**config.mk**
```make
export PLATFORM = sky130hd
export DESIGN_NAME = ufil_uart_fifo_interrupt_logic
export DESIGN_NICKNAME = d
export VERILOG_FILES = /design/src/core/ufil_pkg.sv /design/src/core/ufil_uart_fifo_interrupt_logic.sv
export VERILOG_INCLUDE_DIRS = /design/src /design/src/core
export SDC_FILE = /design/constraint.sdc
export NUM_CORES = 1
export LEC_CHECK = 0
export BUFFER_PORTS_ARGS = -buffer_cell sky130_fd_sc_hd__buf_4
export CAP_MARGIN = 20
export CORE_MARGIN = 3
export CORE_UTILIZATION = 25
export DETAILED_ROUTE_END_ITERATION = 6
export GPL_TIMING_DRIVEN = 0
export REMOVE_ABC_BUFFERS = 1
export SLEW_MARGIN = 20
export SYNTH_ARGS = -nofsm -noshare
export SYNTH_HDL_FRONTEND = slang
export SYNTH_SLANG_ARGS = --single-unit
```
**constraint.sdc**
```tcl
create_clock -name i_core_clk -period 4.2 [get_ports i_core_clk]
set_clock_uncertainty 0.1 [all_clocks]
set_input_delay 0.84 -clock i_core_clk [delete_from_list [all_inputs] [get_ports i_core_clk]]
set_output_delay 0.84 -clock i_core_clk [all_outputs]
set_load 0.01 [all_outputs]
```
**src/core/ufil_cfg.svh**
```systemverilog
// constants for the serial element interrupt, fifo status and line format block
// assumes a 16x receiver clock arrives on a pin and the fifos live outside
`ifndef UFIL_CFG_SVH
`define UFIL_CFG_SVH
// register addresses on the 3-bit plain port
`define UFIL_ADDR_DATA 3'h0
`define UFIL_ADDR_IEN 3'h1
`define UFIL_ADDR_IID 3'h2
`define UFIL_ADDR_LFC 3'h3
`define UFIL_ADDR_LST 3'h5
`define UFIL_ADDR_MST 3'h6
// interrupt enable bit positions
`define UFIL_IEN_RX 0
`define UFIL_IEN_TX 1
`define UFIL_IEN_LS 2
`define UFIL_IEN_MS 3
// identity codes, bits 3..0
`define UFIL_IID_NONE 4'h1
`define UFIL_IID_LS 4'h6
`define UFIL_IID_RX 4'h4
`define UFIL_IID_TO 4'hc
`define UFIL_IID_TX 4'h2
`define UFIL_IID_MS 4'h0
// line format fields
`define UFIL_LFC_STB 2
`define UFIL_LFC_PEN 3
// fifo control fields
`define UFIL_FCR_EN 0
`define UFIL_FCR_RXCLR 1
`define UFIL_FCR_TXCLR 2
// receiver trigger levels in bytes
`define UFIL_TRIG_0 5'h01
`define UFIL_TRIG_1 5'h04
`define UFIL_TRIG_2 5'h08
`define UFIL_TRIG_3 5'h0e
// timing in 16x ticks, timeout in character times
`define UFIL_TICKS_PER_BIT 8'h10
`define UFIL_TICKS_HALF_STOP 8'h18
`define UFIL_TICKS_TWO_STOP 8'h20
`define UFIL_TIMEOUT_CHARS 4
`define UFIL_RESET_BYTE 8'h00
`endif

```
**src/core/ufil_pkg.sv**
```systemverilog
// types for the serial element interrupt, fifo status and line format block
// assumes nothing beyond the constants header
package ufil_pkg;
   // one register bus request, all signals of one cycle
   typedef struct packed {
      logic [2:0] addr;  // register address
      logic [7:0] wdata; // write data
      logic wr;          // write strobe
      logic rd;          // read strobe
   } ufil_bus_type;
   // pending sources; the identity ranks them ls, rx, to, tx, ms
   typedef struct packed {
      logic ls; // line status
      logic to; // character timeout
      logic rx; // data available
      logic tx; // holding empty
      logic ms; // modem status
   } ufil_pend_type;
endpackage

```
**src/core/ufil_uart_fifo_interrupt_logic.sv**
```systemverilog
// interrupt, fifo status and line format logic of the serial element
// assumes fifos, shifters and modem latches outside on the same clock;
// the 16x receiver clock is a pin and is synchronised here
// How it works
// - timeout after four idle character times, fifo nonempty
// - second stop bit counts in timeout
// - character times counted on receiver clock
// - pending timeout cleared, timer restarted by read
// - push or read restarts idle timer
// - transmit empty interrupt, cleared by write/identity read
// - empty indication delayed in fifo mode unless two bytes held
// - first transmit interrupt after fifo toggle immediate
// - timeout/trigger share data priority; tx shares empty
// - polled mode: fifos buffer, no trigger/timeout indication
// - polled status: ready, empty, all empty, error
// - enable bits: data, empty, line, modem
// - unused enable and identity bits read zero
// - all enables clear silences interrupt output
// - priority line, data/timeout, empty, modem
// - identity bit 0 low while pending
// - identity codes show highest pending source
// - identity bit 3 only for fifo timeout
// - identity bits 7:6 follow fifo enable
// - status reads clear their own interrupts
// - word length field five to eight bits
// - stop select; receiver checks first stop only
// - stop bits 1.5 for five, else two
// - trigger level interrupt follows fill level
//
// Our own choices: the address-and-strobe port and the register offsets.
`include "ufil_cfg.svh"
`timescale 1ns/100ps
`default_nettype none
module ufil_uart_fifo_interrupt_logic
   import ufil_pkg::*;
#(
   parameter int FIFO_DEPTH = 16 // bytes per fifo
) (
   input wire logic i_core_clk,            // core clock, 40 MHz
   input wire logic i_resetn,              // async reset, active low
   input wire ufil_bus_type i_bus,         // register bus request
   output logic [7:0] o_rdata,             // read data, cycle after read
   input wire logic i_rclk,                // 16x receiver clock pin
   input wire logic i_rx_push,             // char entered rx fifo, pulse
   input wire logic [4:0] i_rx_count,      // rx fifo fill level
   input wire logic [7:0] i_rx_data,       // rx fifo head byte
   input wire logic i_rx_fifo_err,         // error anywhere in rx fifo
   input wire logic [3:0] i_line_err,      // break, framing, parity, overrun
   input wire logic [4:0] i_tx_count,      // tx fifo fill level
   input wire logic i_tx_shift_empty,      // tx shift register empty
   input wire logic [7:0] i_modem_status,  // modem status byte
   output logic o_rx_pop,                  // rx buffer read, pulse
   output logic o_tx_push,                 // tx holding write, pulse
   output logic [7:0] o_tx_data,           // byte for tx fifo
   output logic o_line_status_read,        // line status read, pulse
   output logic o_modem_status_read,       // modem status read, pulse
   output logic [1:0] o_fifo_clear,        // bit1 tx, bit0 rx, pulse
   output logic o_fifo_enable_bit,         // fifo mode
   output logic [7:0] o_line_format,       // line format for rx and tx
   output logic [7:0] o_tx_stop_ticks,     // stop length for transmitter
   output logic o_interrupt_out            // interrupt, active high
);
   // refuse a depth the 5-bit levels and top trigger cannot serve
   initial begin
      if (FIFO_DEPTH < 14 || FIFO_DEPTH > 31) begin
         $error("FIFO_DEPTH out of range");
      end
   end

   // whole character length in 16x ticks, all stop bits included
   function automatic logic [7:0] char_ticks(input logic [7:0] lfc);
      logic [7:0] t;
      t = `UFIL_TICKS_PER_BIT * (8'h06 + {6'h00, lfc[1:0]});
      if (lfc[`UFIL_LFC_PEN]) begin
         t = t + `UFIL_TICKS_PER_BIT;
      end
      t = t + stop_ticks(lfc);
      return t;
   endfunction

   // stop length by select bit and word length
   function automatic logic [7:0] stop_ticks(input logic [7:0] lfc);
      logic [7:0] s;
      s = `UFIL_TICKS_PER_BIT;
      if (lfc[`UFIL_LFC_STB]) begin
         s = (lfc[1:0] == 2'b00) ? `UFIL_TICKS_HALF_STOP : `UFIL_TICKS_TWO_STOP;
      end
      return s;
   endfunction

   logic [7:0] ien_reg;      // interrupt enable bits
   logic [7:0] lfc_reg;      // line format control
   logic fen_reg;            // fifo enable
   logic [1:0] trig_reg;     // rx trigger select
   logic [7:0] rdata_reg;    // read data register
   logic int_reg;            // interrupt output register
   logic rx_pop_reg;         // rx read pulse
   logic tx_push_reg;        // tx write pulse
   logic [7:0] tx_data_reg;  // tx byte
   logic ls_rd_reg;          // line status read pulse
   logic ms_rd_reg;          // modem status read pulse
   logic [1:0] clr_reg;      // fifo clear pulses
   logic rclk_s1_reg;        // synchroniser first stage
   logic rclk_s2_reg;        // synchroniser second stage
   logic rclk_s3_reg;        // edge history
   logic [9:0] idle_reg;     // ticks since last push or read
   logic to_reg;             // timeout pending
   logic ind_reg;            // delayed tx empty indication
   logic ind_d_reg;          // indication one cycle ago
   logic [7:0] dly_reg;      // empty delay tick count
   logic two_seen_reg;       // two bytes held since last empty
   logic skip_reg;           // fifo toggle skips the delay
   logic tx_holding_empty_reg;           // holding empty interrupt flag

   logic tick;               // one 16x receiver tick
   logic rd_cyc;             // bus read this cycle
   logic wr_cyc;             // bus write this cycle
   logic rx_read;            // host read of rx buffer
   logic iid_read;           // host read of identity
   logic [4:0] trig_lvl;     // trigger level in bytes
   logic [9:0] to_limit;     // timeout length in ticks
   logic [7:0] tx_delay;     // empty indication delay
   logic tx_raw_empty;       // tx fifo holds nothing
   ufil_pend_type pend;      // enabled pending sources
   logic [3:0] iid_code;     // identity low nibble
   logic [7:0] iid_byte;     // full identity byte
   logic [7:0] lst_byte;     // full line status byte

   assign rd_cyc = i_bus.rd;
   assign wr_cyc = i_bus.wr;
   assign rx_read = rd_cyc && (i_bus.addr == `UFIL_ADDR_DATA);
   assign iid_read = rd_cyc && (i_bus.addr == `UFIL_ADDR_IID);
   assign to_limit = 10'(char_ticks(lfc_reg)) * 10'(`UFIL_TIMEOUT_CHARS);
   assign tx_delay = char_ticks(lfc_reg) - `UFIL_TICKS_PER_BIT;
   assign tx_raw_empty = (i_tx_count == 5'h00);
   assign tick = rclk_s2_reg && !rclk_s3_reg;

   // trigger level table
   always_comb begin
      unique case (trig_reg)
         2'b00: trig_lvl = `UFIL_TRIG_0;
         2'b01: trig_lvl = `UFIL_TRIG_1;
         2'b10: trig_lvl = `UFIL_TRIG_2;
         2'b11: trig_lvl = `UFIL_TRIG_3;
      endcase
   end

   // receiver clock pin crosses two flops before edge detection
   always_ff @(posedge i_core_clk or negedge i_resetn) begin
      if (!i_resetn) begin
         rclk_s1_reg <= 1'b0;
         rclk_s2_reg <= 1'b0;
         rclk_s3_reg <= 1'b0;
      end else begin
         rclk_s1_reg <= i_rclk;
         rclk_s2_reg <= rclk_s1_reg;
         rclk_s3_reg <= rclk_s2_reg;
      end
   end

   // software registers and the fifo control write
   always_ff @(posedge i_core_clk or negedge i_resetn) begin
      if (!i_resetn) begin
         ien_reg <= `UFIL_RESET_BYTE;
         lfc_reg <= `UFIL_RESET_BYTE;
         fen_reg <= 1'b0;
         trig_reg <= 2'b00;
         clr_reg <= 2'b00;
      end else begin
         clr_reg <= 2'b00;
         if (wr_cyc) begin
            unique case (i_bus.addr)
               `UFIL_ADDR_IEN: ien_reg <= {4'h0, i_bus.wdata[3:0]};
               `UFIL_ADDR_LFC: lfc_reg <= i_bus.wdata;
               `UFIL_ADDR_IID: begin
                  fen_reg <= i_bus.wdata[`UFIL_FCR_EN];
                  // toggling fifo mode empties both fifos
                  if (i_bus.wdata[`UFIL_FCR_EN] != fen_reg) begin
                     clr_reg <= 2'b11;
                  end else if (i_bus.wdata[`UFIL_FCR_EN]) begin
                     clr_reg <= {i_bus.wdata[`UFIL_FCR_TXCLR], i_bus.wdata[`UFIL_FCR_RXCLR]};
                  end
                  // other fields only take with the enable set
                  if (i_bus.wdata[`UFIL_FCR_EN]) begin
                     trig_reg <= i_bus.wdata[7:6];
                  end
               end
               default: ; // other addresses hold nothing here
            endcase
         end
      end
   end

   // access pulses and tx byte toward the fifos
   always_ff @(posedge i_core_clk or negedge i_resetn) begin
      if (!i_resetn) begin
         rx_pop_reg <= 1'b0;
         tx_push_reg <= 1'b0;
         tx_data_reg <= `UFIL_RESET_BYTE;
         ls_rd_reg <= 1'b0;
         ms_rd_reg <= 1'b0;
      end else begin
         rx_pop_reg <= rx_read;
         tx_push_reg <= wr_cyc && (i_bus.addr == `UFIL_ADDR_DATA);
         ls_rd_reg <= rd_cyc && (i_bus.addr == `UFIL_ADDR_LST);
         ms_rd_reg <= rd_cyc && (i_bus.addr == `UFIL_ADDR_MST);
         if (wr_cyc && (i_bus.addr == `UFIL_ADDR_DATA)) begin
            tx_data_reg <= i_bus.wdata;
         end
      end
   end

   // idle timer: any push or host read of the rx buffer restarts it
   always_ff @(posedge i_core_clk or negedge i_resetn) begin
      if (!i_resetn) begin
         idle_reg <= 10'h000;
      end else if (i_rx_push || rx_read) begin
         idle_reg <= 10'h000;
      end else if (tick && idle_reg < to_limit) begin
         idle_reg <= idle_reg + 10'h001;
      end
   end

   // timeout flag; a read clears it and restarts the timer, and clear wins over set in that cycle
   always_ff @(posedge i_core_clk or negedge i_resetn) begin
      if (!i_resetn) begin
         to_reg <= 1'b0;
      end else if (!fen_reg || i_rx_count == 5'h00 || rx_read) begin
         to_reg <= 1'b0;
      end else if (idle_reg >= to_limit && !i_rx_push) begin
         to_reg <= 1'b1;
      end
   end

   // tx empty indication, delayed in fifo mode when only one byte was in flight
   always_ff @(posedge i_core_clk or negedge i_resetn) begin
      if (!i_resetn) begin
         ind_reg <= 1'b1;
         dly_reg <= 8'h00;
      end else if (!tx_raw_empty) begin
         ind_reg <= 1'b0;
         dly_reg <= 8'h00;
      end else if (!ind_reg) begin
         if (!fen_reg || two_seen_reg || skip_reg) begin
            ind_reg <= 1'b1;
         end else if (tick) begin
            if (dly_reg + 8'h01 >= tx_delay) begin
               ind_reg <= 1'b1;
            end else begin
               dly_reg <= dly_reg + 8'h01;
            end
         end
      end
   end

   // history for the empty delay: two bytes seen, fifo toggled
   always_ff @(posedge i_core_clk or negedge i_resetn) begin
      if (!i_resetn) begin
         two_seen_reg <= 1'b0;
         skip_reg <= 1'b0;
         ind_d_reg <= 1'b1;
      end else begin
         ind_d_reg <= ind_reg;
         if (i_tx_count >= 5'h02) begin
            two_seen_reg <= 1'b1;
         end else if (ind_reg && !ind_d_reg) begin
            two_seen_reg <= 1'b0;
         end
         if (wr_cyc && i_bus.addr == `UFIL_ADDR_IID && i_bus.wdata[`UFIL_FCR_EN] != fen_reg) begin
            skip_reg <= 1'b1;
         end else if (ind_reg) begin
            skip_reg <= 1'b0;
         end
      end
   end

   // holding empty interrupt flag; a new empty edge beats a clear
   always_ff @(posedge i_core_clk or negedge i_resetn) begin
      if (!i_resetn) begin
         tx_holding_empty_reg <= 1'b0;
      end else if ((ind_reg && !ind_d_reg) || (skip_reg && ind_reg)) begin
         tx_holding_empty_reg <= 1'b1;
      end else if (tx_push_reg || (iid_read && iid_code == `UFIL_IID_TX)) begin
         tx_holding_empty_reg <= 1'b0;
      end
   end

   // enabled pending sources; cleared enables give polled mode
   always_comb begin
      pend.ls = ien_reg[`UFIL_IEN_LS] && (i_line_err != 4'h0);
      pend.to = ien_reg[`UFIL_IEN_RX] && fen_reg && to_reg;
      if (fen_reg) begin
         pend.rx = ien_reg[`UFIL_IEN_RX] && (i_rx_count >= trig_lvl);
      end else begin
         pend.rx = ien_reg[`UFIL_IEN_RX] && (i_rx_count != 5'h00);
      end
      pend.tx = ien_reg[`UFIL_IEN_TX] && tx_holding_empty_reg;
      pend.ms = ien_reg[`UFIL_IEN_MS] && (i_modem_status[3:0] != 4'h0);
   end

   // identity: highest pending source wins
   always_comb begin
      if (pend.ls) begin
         iid_code = `UFIL_IID_LS;
      end else if (pend.rx) begin
         iid_code = `UFIL_IID_RX;
      end else if (pend.to) begin
         iid_code = `UFIL_IID_TO;
      end else if (pend.tx) begin
         iid_code = `UFIL_IID_TX;
      end else if (pend.ms) begin
         iid_code = `UFIL_IID_MS;
      end else begin
         iid_code = `UFIL_IID_NONE;
      end
      iid_byte = {{2{fen_reg}}, 2'b00, iid_code};
   end

   // line status as polled software sees it
   always_comb begin
      lst_byte[0] = (i_rx_count != 5'h00);
      lst_byte[4:1] = i_line_err;
      lst_byte[5] = ind_reg;
      lst_byte[6] = ind_reg && i_tx_shift_empty;
      lst_byte[7] = fen_reg && i_rx_fifo_err;
   end

   // read data register, valid only in the cycle after the strobe
   always_ff @(posedge i_core_clk or negedge i_resetn) begin
      if (!i_resetn) begin
         rdata_reg <= `UFIL_RESET_BYTE;
      end else if (rd_cyc) begin
         unique case (i_bus.addr)
            `UFIL_ADDR_DATA: rdata_reg <= i_rx_data;
            `UFIL_ADDR_IEN: rdata_reg <= ien_reg;
            `UFIL_ADDR_IID: rdata_reg <= iid_byte;
            `UFIL_ADDR_LFC: rdata_reg <= lfc_reg;
            `UFIL_ADDR_LST: rdata_reg <= lst_byte;
            `UFIL_ADDR_MST: rdata_reg <= i_modem_status;
            default: rdata_reg <= `UFIL_RESET_BYTE; // unmapped reads zero
         endcase
      end else begin
         rdata_reg <= `UFIL_RESET_BYTE;
      end
   end

   // interrupt output: any enabled source, so no enables means silent
   always_ff @(posedge i_core_clk or negedge i_resetn) begin
      if (!i_resetn) begin
         int_reg <= 1'b0;
      end else begin
         int_reg <= (pend != '0);
      end
   end

   assign o_rdata = rdata_reg;
   assign o_rx_pop = rx_pop_reg;
   assign o_tx_push = tx_push_reg;
   assign o_tx_data = tx_data_reg;
   assign o_line_status_read = ls_rd_reg;
   assign o_modem_status_read = ms_rd_reg;
   assign o_fifo_clear = clr_reg;
   assign o_fifo_enable_bit = fen_reg;
   assign o_line_format = lfc_reg;
   assign o_tx_stop_ticks = stop_ticks(lfc_reg);
   assign o_interrupt_out = int_reg;
endmodule
`default_nettype wire

```
==> metrics.yaml <==
sta:
  worst-slew-pin-transition_ns: 0.814
  fmax_mhz: 253
  final_period_minus_worst_setup_slack_ns: 3.95
  timing.final.max_slew_violations: 0
  rsz_0062_raised_after_global_routing: "false"
  worst_slew_slack_as_a_fraction_of_its_limit: 0.458
  hold_viol_final: 0
  timing.final.setup_violations: 0
  final.period_utilization: 0.941
pwr:
  cellPowerDensity_nw_per_um2: 452
  power.leakage_nw: 2.24
  ir_worst_vdd_mv: 0.180
clock_tree:
  clkTransAtPathRegs_ns: 0.06
  cts_tree: "done"
  cts_made_buffers: 9
  cts_max_path_buffers: 2
  post-cts-setup-buffers: 0
  clk_latency_ns: 0.33
  clkSinkCount: 65
  clock-root-buffer: "sky130_fd_sc_hd__clkbuf_16"
  htree_levels: 3
final_layout:
  layout.filler_cells: 1516
  finalNonFillerCells: 644
  postLayoutCoreUtil: 0.333
  combined_area_of_the_multi_input_logic_cells_sq_um: 2010
  drive_gt1_frac: 0.309
  finish.net_count: 527
  area_of_all_sequential_standard_cells_sq_um: 1630
  area_delta_synth_final_pct: 29.1
  postLayoutCellArea_sq_um: 4880
  largest_register_ffs: 10
  antenna-diode-count: 0
place:
  port-buffer-count: 83
  place_area_sq_um: 4550
  detailedPlacementHpwl_mm: 7.51
  gpl.final_weighted_congestion: 0.866
  placedCellCount: 628
synthesis:
  post-synth-top-area-cell: "sky130_fd_sc_hd__dfrtp_1"
  synth_area_per_cell_sq_um: 10.1
  sequential_to_total_area_share_from_yosys_stat: 0.431
  synth.top_cell.area_share: 0.417
  ys_top_cells_by_count: "63 x sky130_fd_sc_hd__dfrtp_1, 34 x sky130_fd_sc_hd__nor2_1, 24 x sky130_fd_sc_hd__mux2_2"
  synth_flop_cell: "sky130_fd_sc_hd__dfrtp_1"
  synth_edf_count: 0
  synth.area.top_cells: "sky130_fd_sc_hd__dfrtp_1 42%, sky130_fd_sc_hd__ha_1 7.3%, sky130_fd_sc_hd__mux2_2 7.1%"
  synthesis.yosys.warnings: 0
  fraction_of_synthesis_flops_using_an_asynchronous_set_or_reset_pin: 1.00
  yosysUniqueCellTypes: 61
  synthesis.instances: 373
  yosysMostFrequentCell: "sky130_fd_sc_hd__dfrtp_1"
  syn_area_sq_um: 3780
  number_of_flip_flops_and_latches_in_the_synthesized_netlist: 65
grt:
  grt_pass1_vias: 3098
  number_of_antenna_violations_at_the_first_check_in_global_routing: 0
  grt_first_pass_wirelength_mm: 15.8
  global_route.overflow_total: 0
  pin_count_of_the_biggest_net_entering_global_routing: 66
  globalRouteTotalUtil: 0.120
die:
  core.rowCount: 44
  die_x_um: 129
  die_h_um: 129
  initial_core_util: 0.258
  core_region_area_sq_um: 14600
  floorplan.io_pins: 89
  fp.dieArea_sq_um: 16600
critical_path:
  reg2reg_from: "o_line_format[1]"
  cp_data_arrival_time_ns: 4.06
  r2r_cells: 17
  cp-endpoint: "dly_reg[5]"
  worst_flop_to_flop_path_endpoint: "dly_reg[5]"
  criticalPathCategory: "reg2reg"
  crit_path_start_kind: "flip-flop"
  end_kind: "flip-flop"
  cp.required_ns: 4.31
  timing.reg2reg.setup_slack_ns: 0.25
  worstPathMaxFanout: 11
  critical_path.startpoint: "o_line_format[1]"
route:
  drt_drc_violations_left: 0
  dr.first_iter.drc_count: 115
  drt_first_pass_iters: 4
  wl_per_cell_um: 15.1
  finalWirelength_mm: 9.75
  routed-via-count: 3064
  remaining_antenna_violation_count: 0
  avgViaCountPerCell: 4.76
flow_run:
  maxCapViolCount: 0
min_path:
  tightest_hold_check_type: "reg2reg"
status:
  status: "finished clean"
-- critical path, stage by stage (launching register included) --
cell                       delay, ns
sky130_fd_sc_hd__dfrtp_2        0.46
sky130_fd_sc_hd__inv_1          0.10
sky130_fd_sc_hd__ha_2           0.20
sky130_fd_sc_hd__nor2b_2        0.07
sky130_fd_sc_hd__inv_2          0.10
sky130_fd_sc_hd__ha_1           0.19
sky130_fd_sc_hd__inv_1          0.06
sky130_fd_sc_hd__fa_1           0.38
sky130_fd_sc_hd__or3_1          0.41
sky130_fd_sc_hd__and2_4         0.20
sky130_fd_sc_hd__xor2_1         0.14
sky130_fd_sc_hd__ha_1           0.30
sky130_fd_sc_hd__o21ai_2        0.18
sky130_fd_sc_hd__o2111a_1       0.24
sky130_fd_sc_hd__o21ai_2        0.14
sky130_fd_sc_hd__or3_1          0.36
sky130_fd_sc_hd__xor2_1         0.15
sky130_fd_sc_hd__nor2_1         0.05
-- cells by family (layout without fill, tap and decap cells) --
logic type,count (synthesis),in the layout,share of synthesized area
multiplexers,30,30,0.0874
other,1,5,0.000992
AO/OA/AOI/OAI,67,67,0.124
flip-flops,65,65,0.431
AND/OR/NAND/NOR,123,123,0.170
buffers and inverters,39,122,0.0483
XOR/XNOR,25,25,0.0599
adder cells (fa/ha/maj),23,23,0.0781
-- cell usage in the layout, fill, tap and decap left out, types with 7 or more instances in the layout --
| master | count |
|---|---|
| sky130_fd_sc_hd__a21oi_1 | 15 |
| sky130_fd_sc_hd__a221oi_1 | 7 |
| sky130_fd_sc_hd__buf_4 | 83 |
| sky130_fd_sc_hd__clkbuf_16 | 9 |
| sky130_fd_sc_hd__dfrtp_1 | 61 |
| sky130_fd_sc_hd__ha_1 | 21 |
| sky130_fd_sc_hd__inv_1 | 21 |
| sky130_fd_sc_hd__mux2_2 | 24 |
| sky130_fd_sc_hd__nand2_1 | 19 |
| sky130_fd_sc_hd__nand3_1 | 13 |
| sky130_fd_sc_hd__nor2_1 | 34 |
| sky130_fd_sc_hd__nor2b_1 | 7 |
| sky130_fd_sc_hd__nor3_1 | 7 |
| sky130_fd_sc_hd__o21ai_0 | 11 |
| sky130_fd_sc_hd__xnor2_1 | 12 |
| sky130_fd_sc_hd__xor2_1 | 12 |
-- through the flow --
step                total power [mW]  hold WS (ns)  worst slack [ns]  setup TNS, ns
finish                          2.21         0.249             0.247              0
detailed placement              1.44         0.236            -0.154         -0.334
CTS                             2.21         0.251            0.0360              0
floorplan                       1.17         0.231             0.173              0
global placement                1.40         0.237           -0.0189        -0.0189
global route                    2.35         0.267            0.0209              0
-- power by group --
group | leakage [nW] | switching (mW) | total, mW | internal (mW)
combinational | 1.27 | 0.351 | 0.679 | 0.328
sequential | 0.828 | 0.0742 | 0.769 | 0.695
clock | 0.145 | 0.292 | 0.760 | 0.468
total | 2.24 | 0.717 | 2.21 | 1.49
-- area by class of cell --
| cell class | count | share of cell area |
|---|---|---|
| Sequential cell | 65 | 0.334 |
| Clock inverter | 6 | 0.0154 |
| Clock buffer | 10 | 0.0469 |
| Tap cell | 184 | 0.0472 |
| Multi-Input combinational cell | 273 | 0.411 |
| Inverter | 23 | 0.0177 |
| Timing Repair Buffer | 83 | 0.128 |
-- what timing repair did --
| item | CTS | global route |
|---|---|---|
| endpoints found under the setup margin | 7 | 19 |
| resized for setup | 2 | 9 |
| hold buffers | 0 | 0 |
-- metal layers --
| metal | global-route usage | vias to the layer above | share of wire |
|---|---|---|---|
| li1 | - | 1488 | - |
| met1 | 0.163 | 1482 | 0.45 |
| met2 | 0.190 | 76 | 0.48 |
| met3 | 0.0282 | 18 | 0.048 |
| met4 | 0.0389 | 0 | 0.026 |
| met5 | 0 | - | 0 |
-- worst min-delay path by stage --
stage                      startpoint     endpoint  slack, ns  cells after the start
after floorplan           rclk_s1_reg  rclk_s2_reg       0.23                      0
after global placement    rclk_s1_reg  rclk_s2_reg       0.24                      0
after detailed placement  rclk_s1_reg  rclk_s2_reg       0.24                      0
after CTS                 rclk_s1_reg  rclk_s2_reg       0.25                      0
after global routing      rclk_s1_reg  rclk_s2_reg       0.27                      0
final                     rclk_s1_reg  rclk_s2_reg       0.25                      0
No activity file was read; power rests on OpenSTA's default activity.
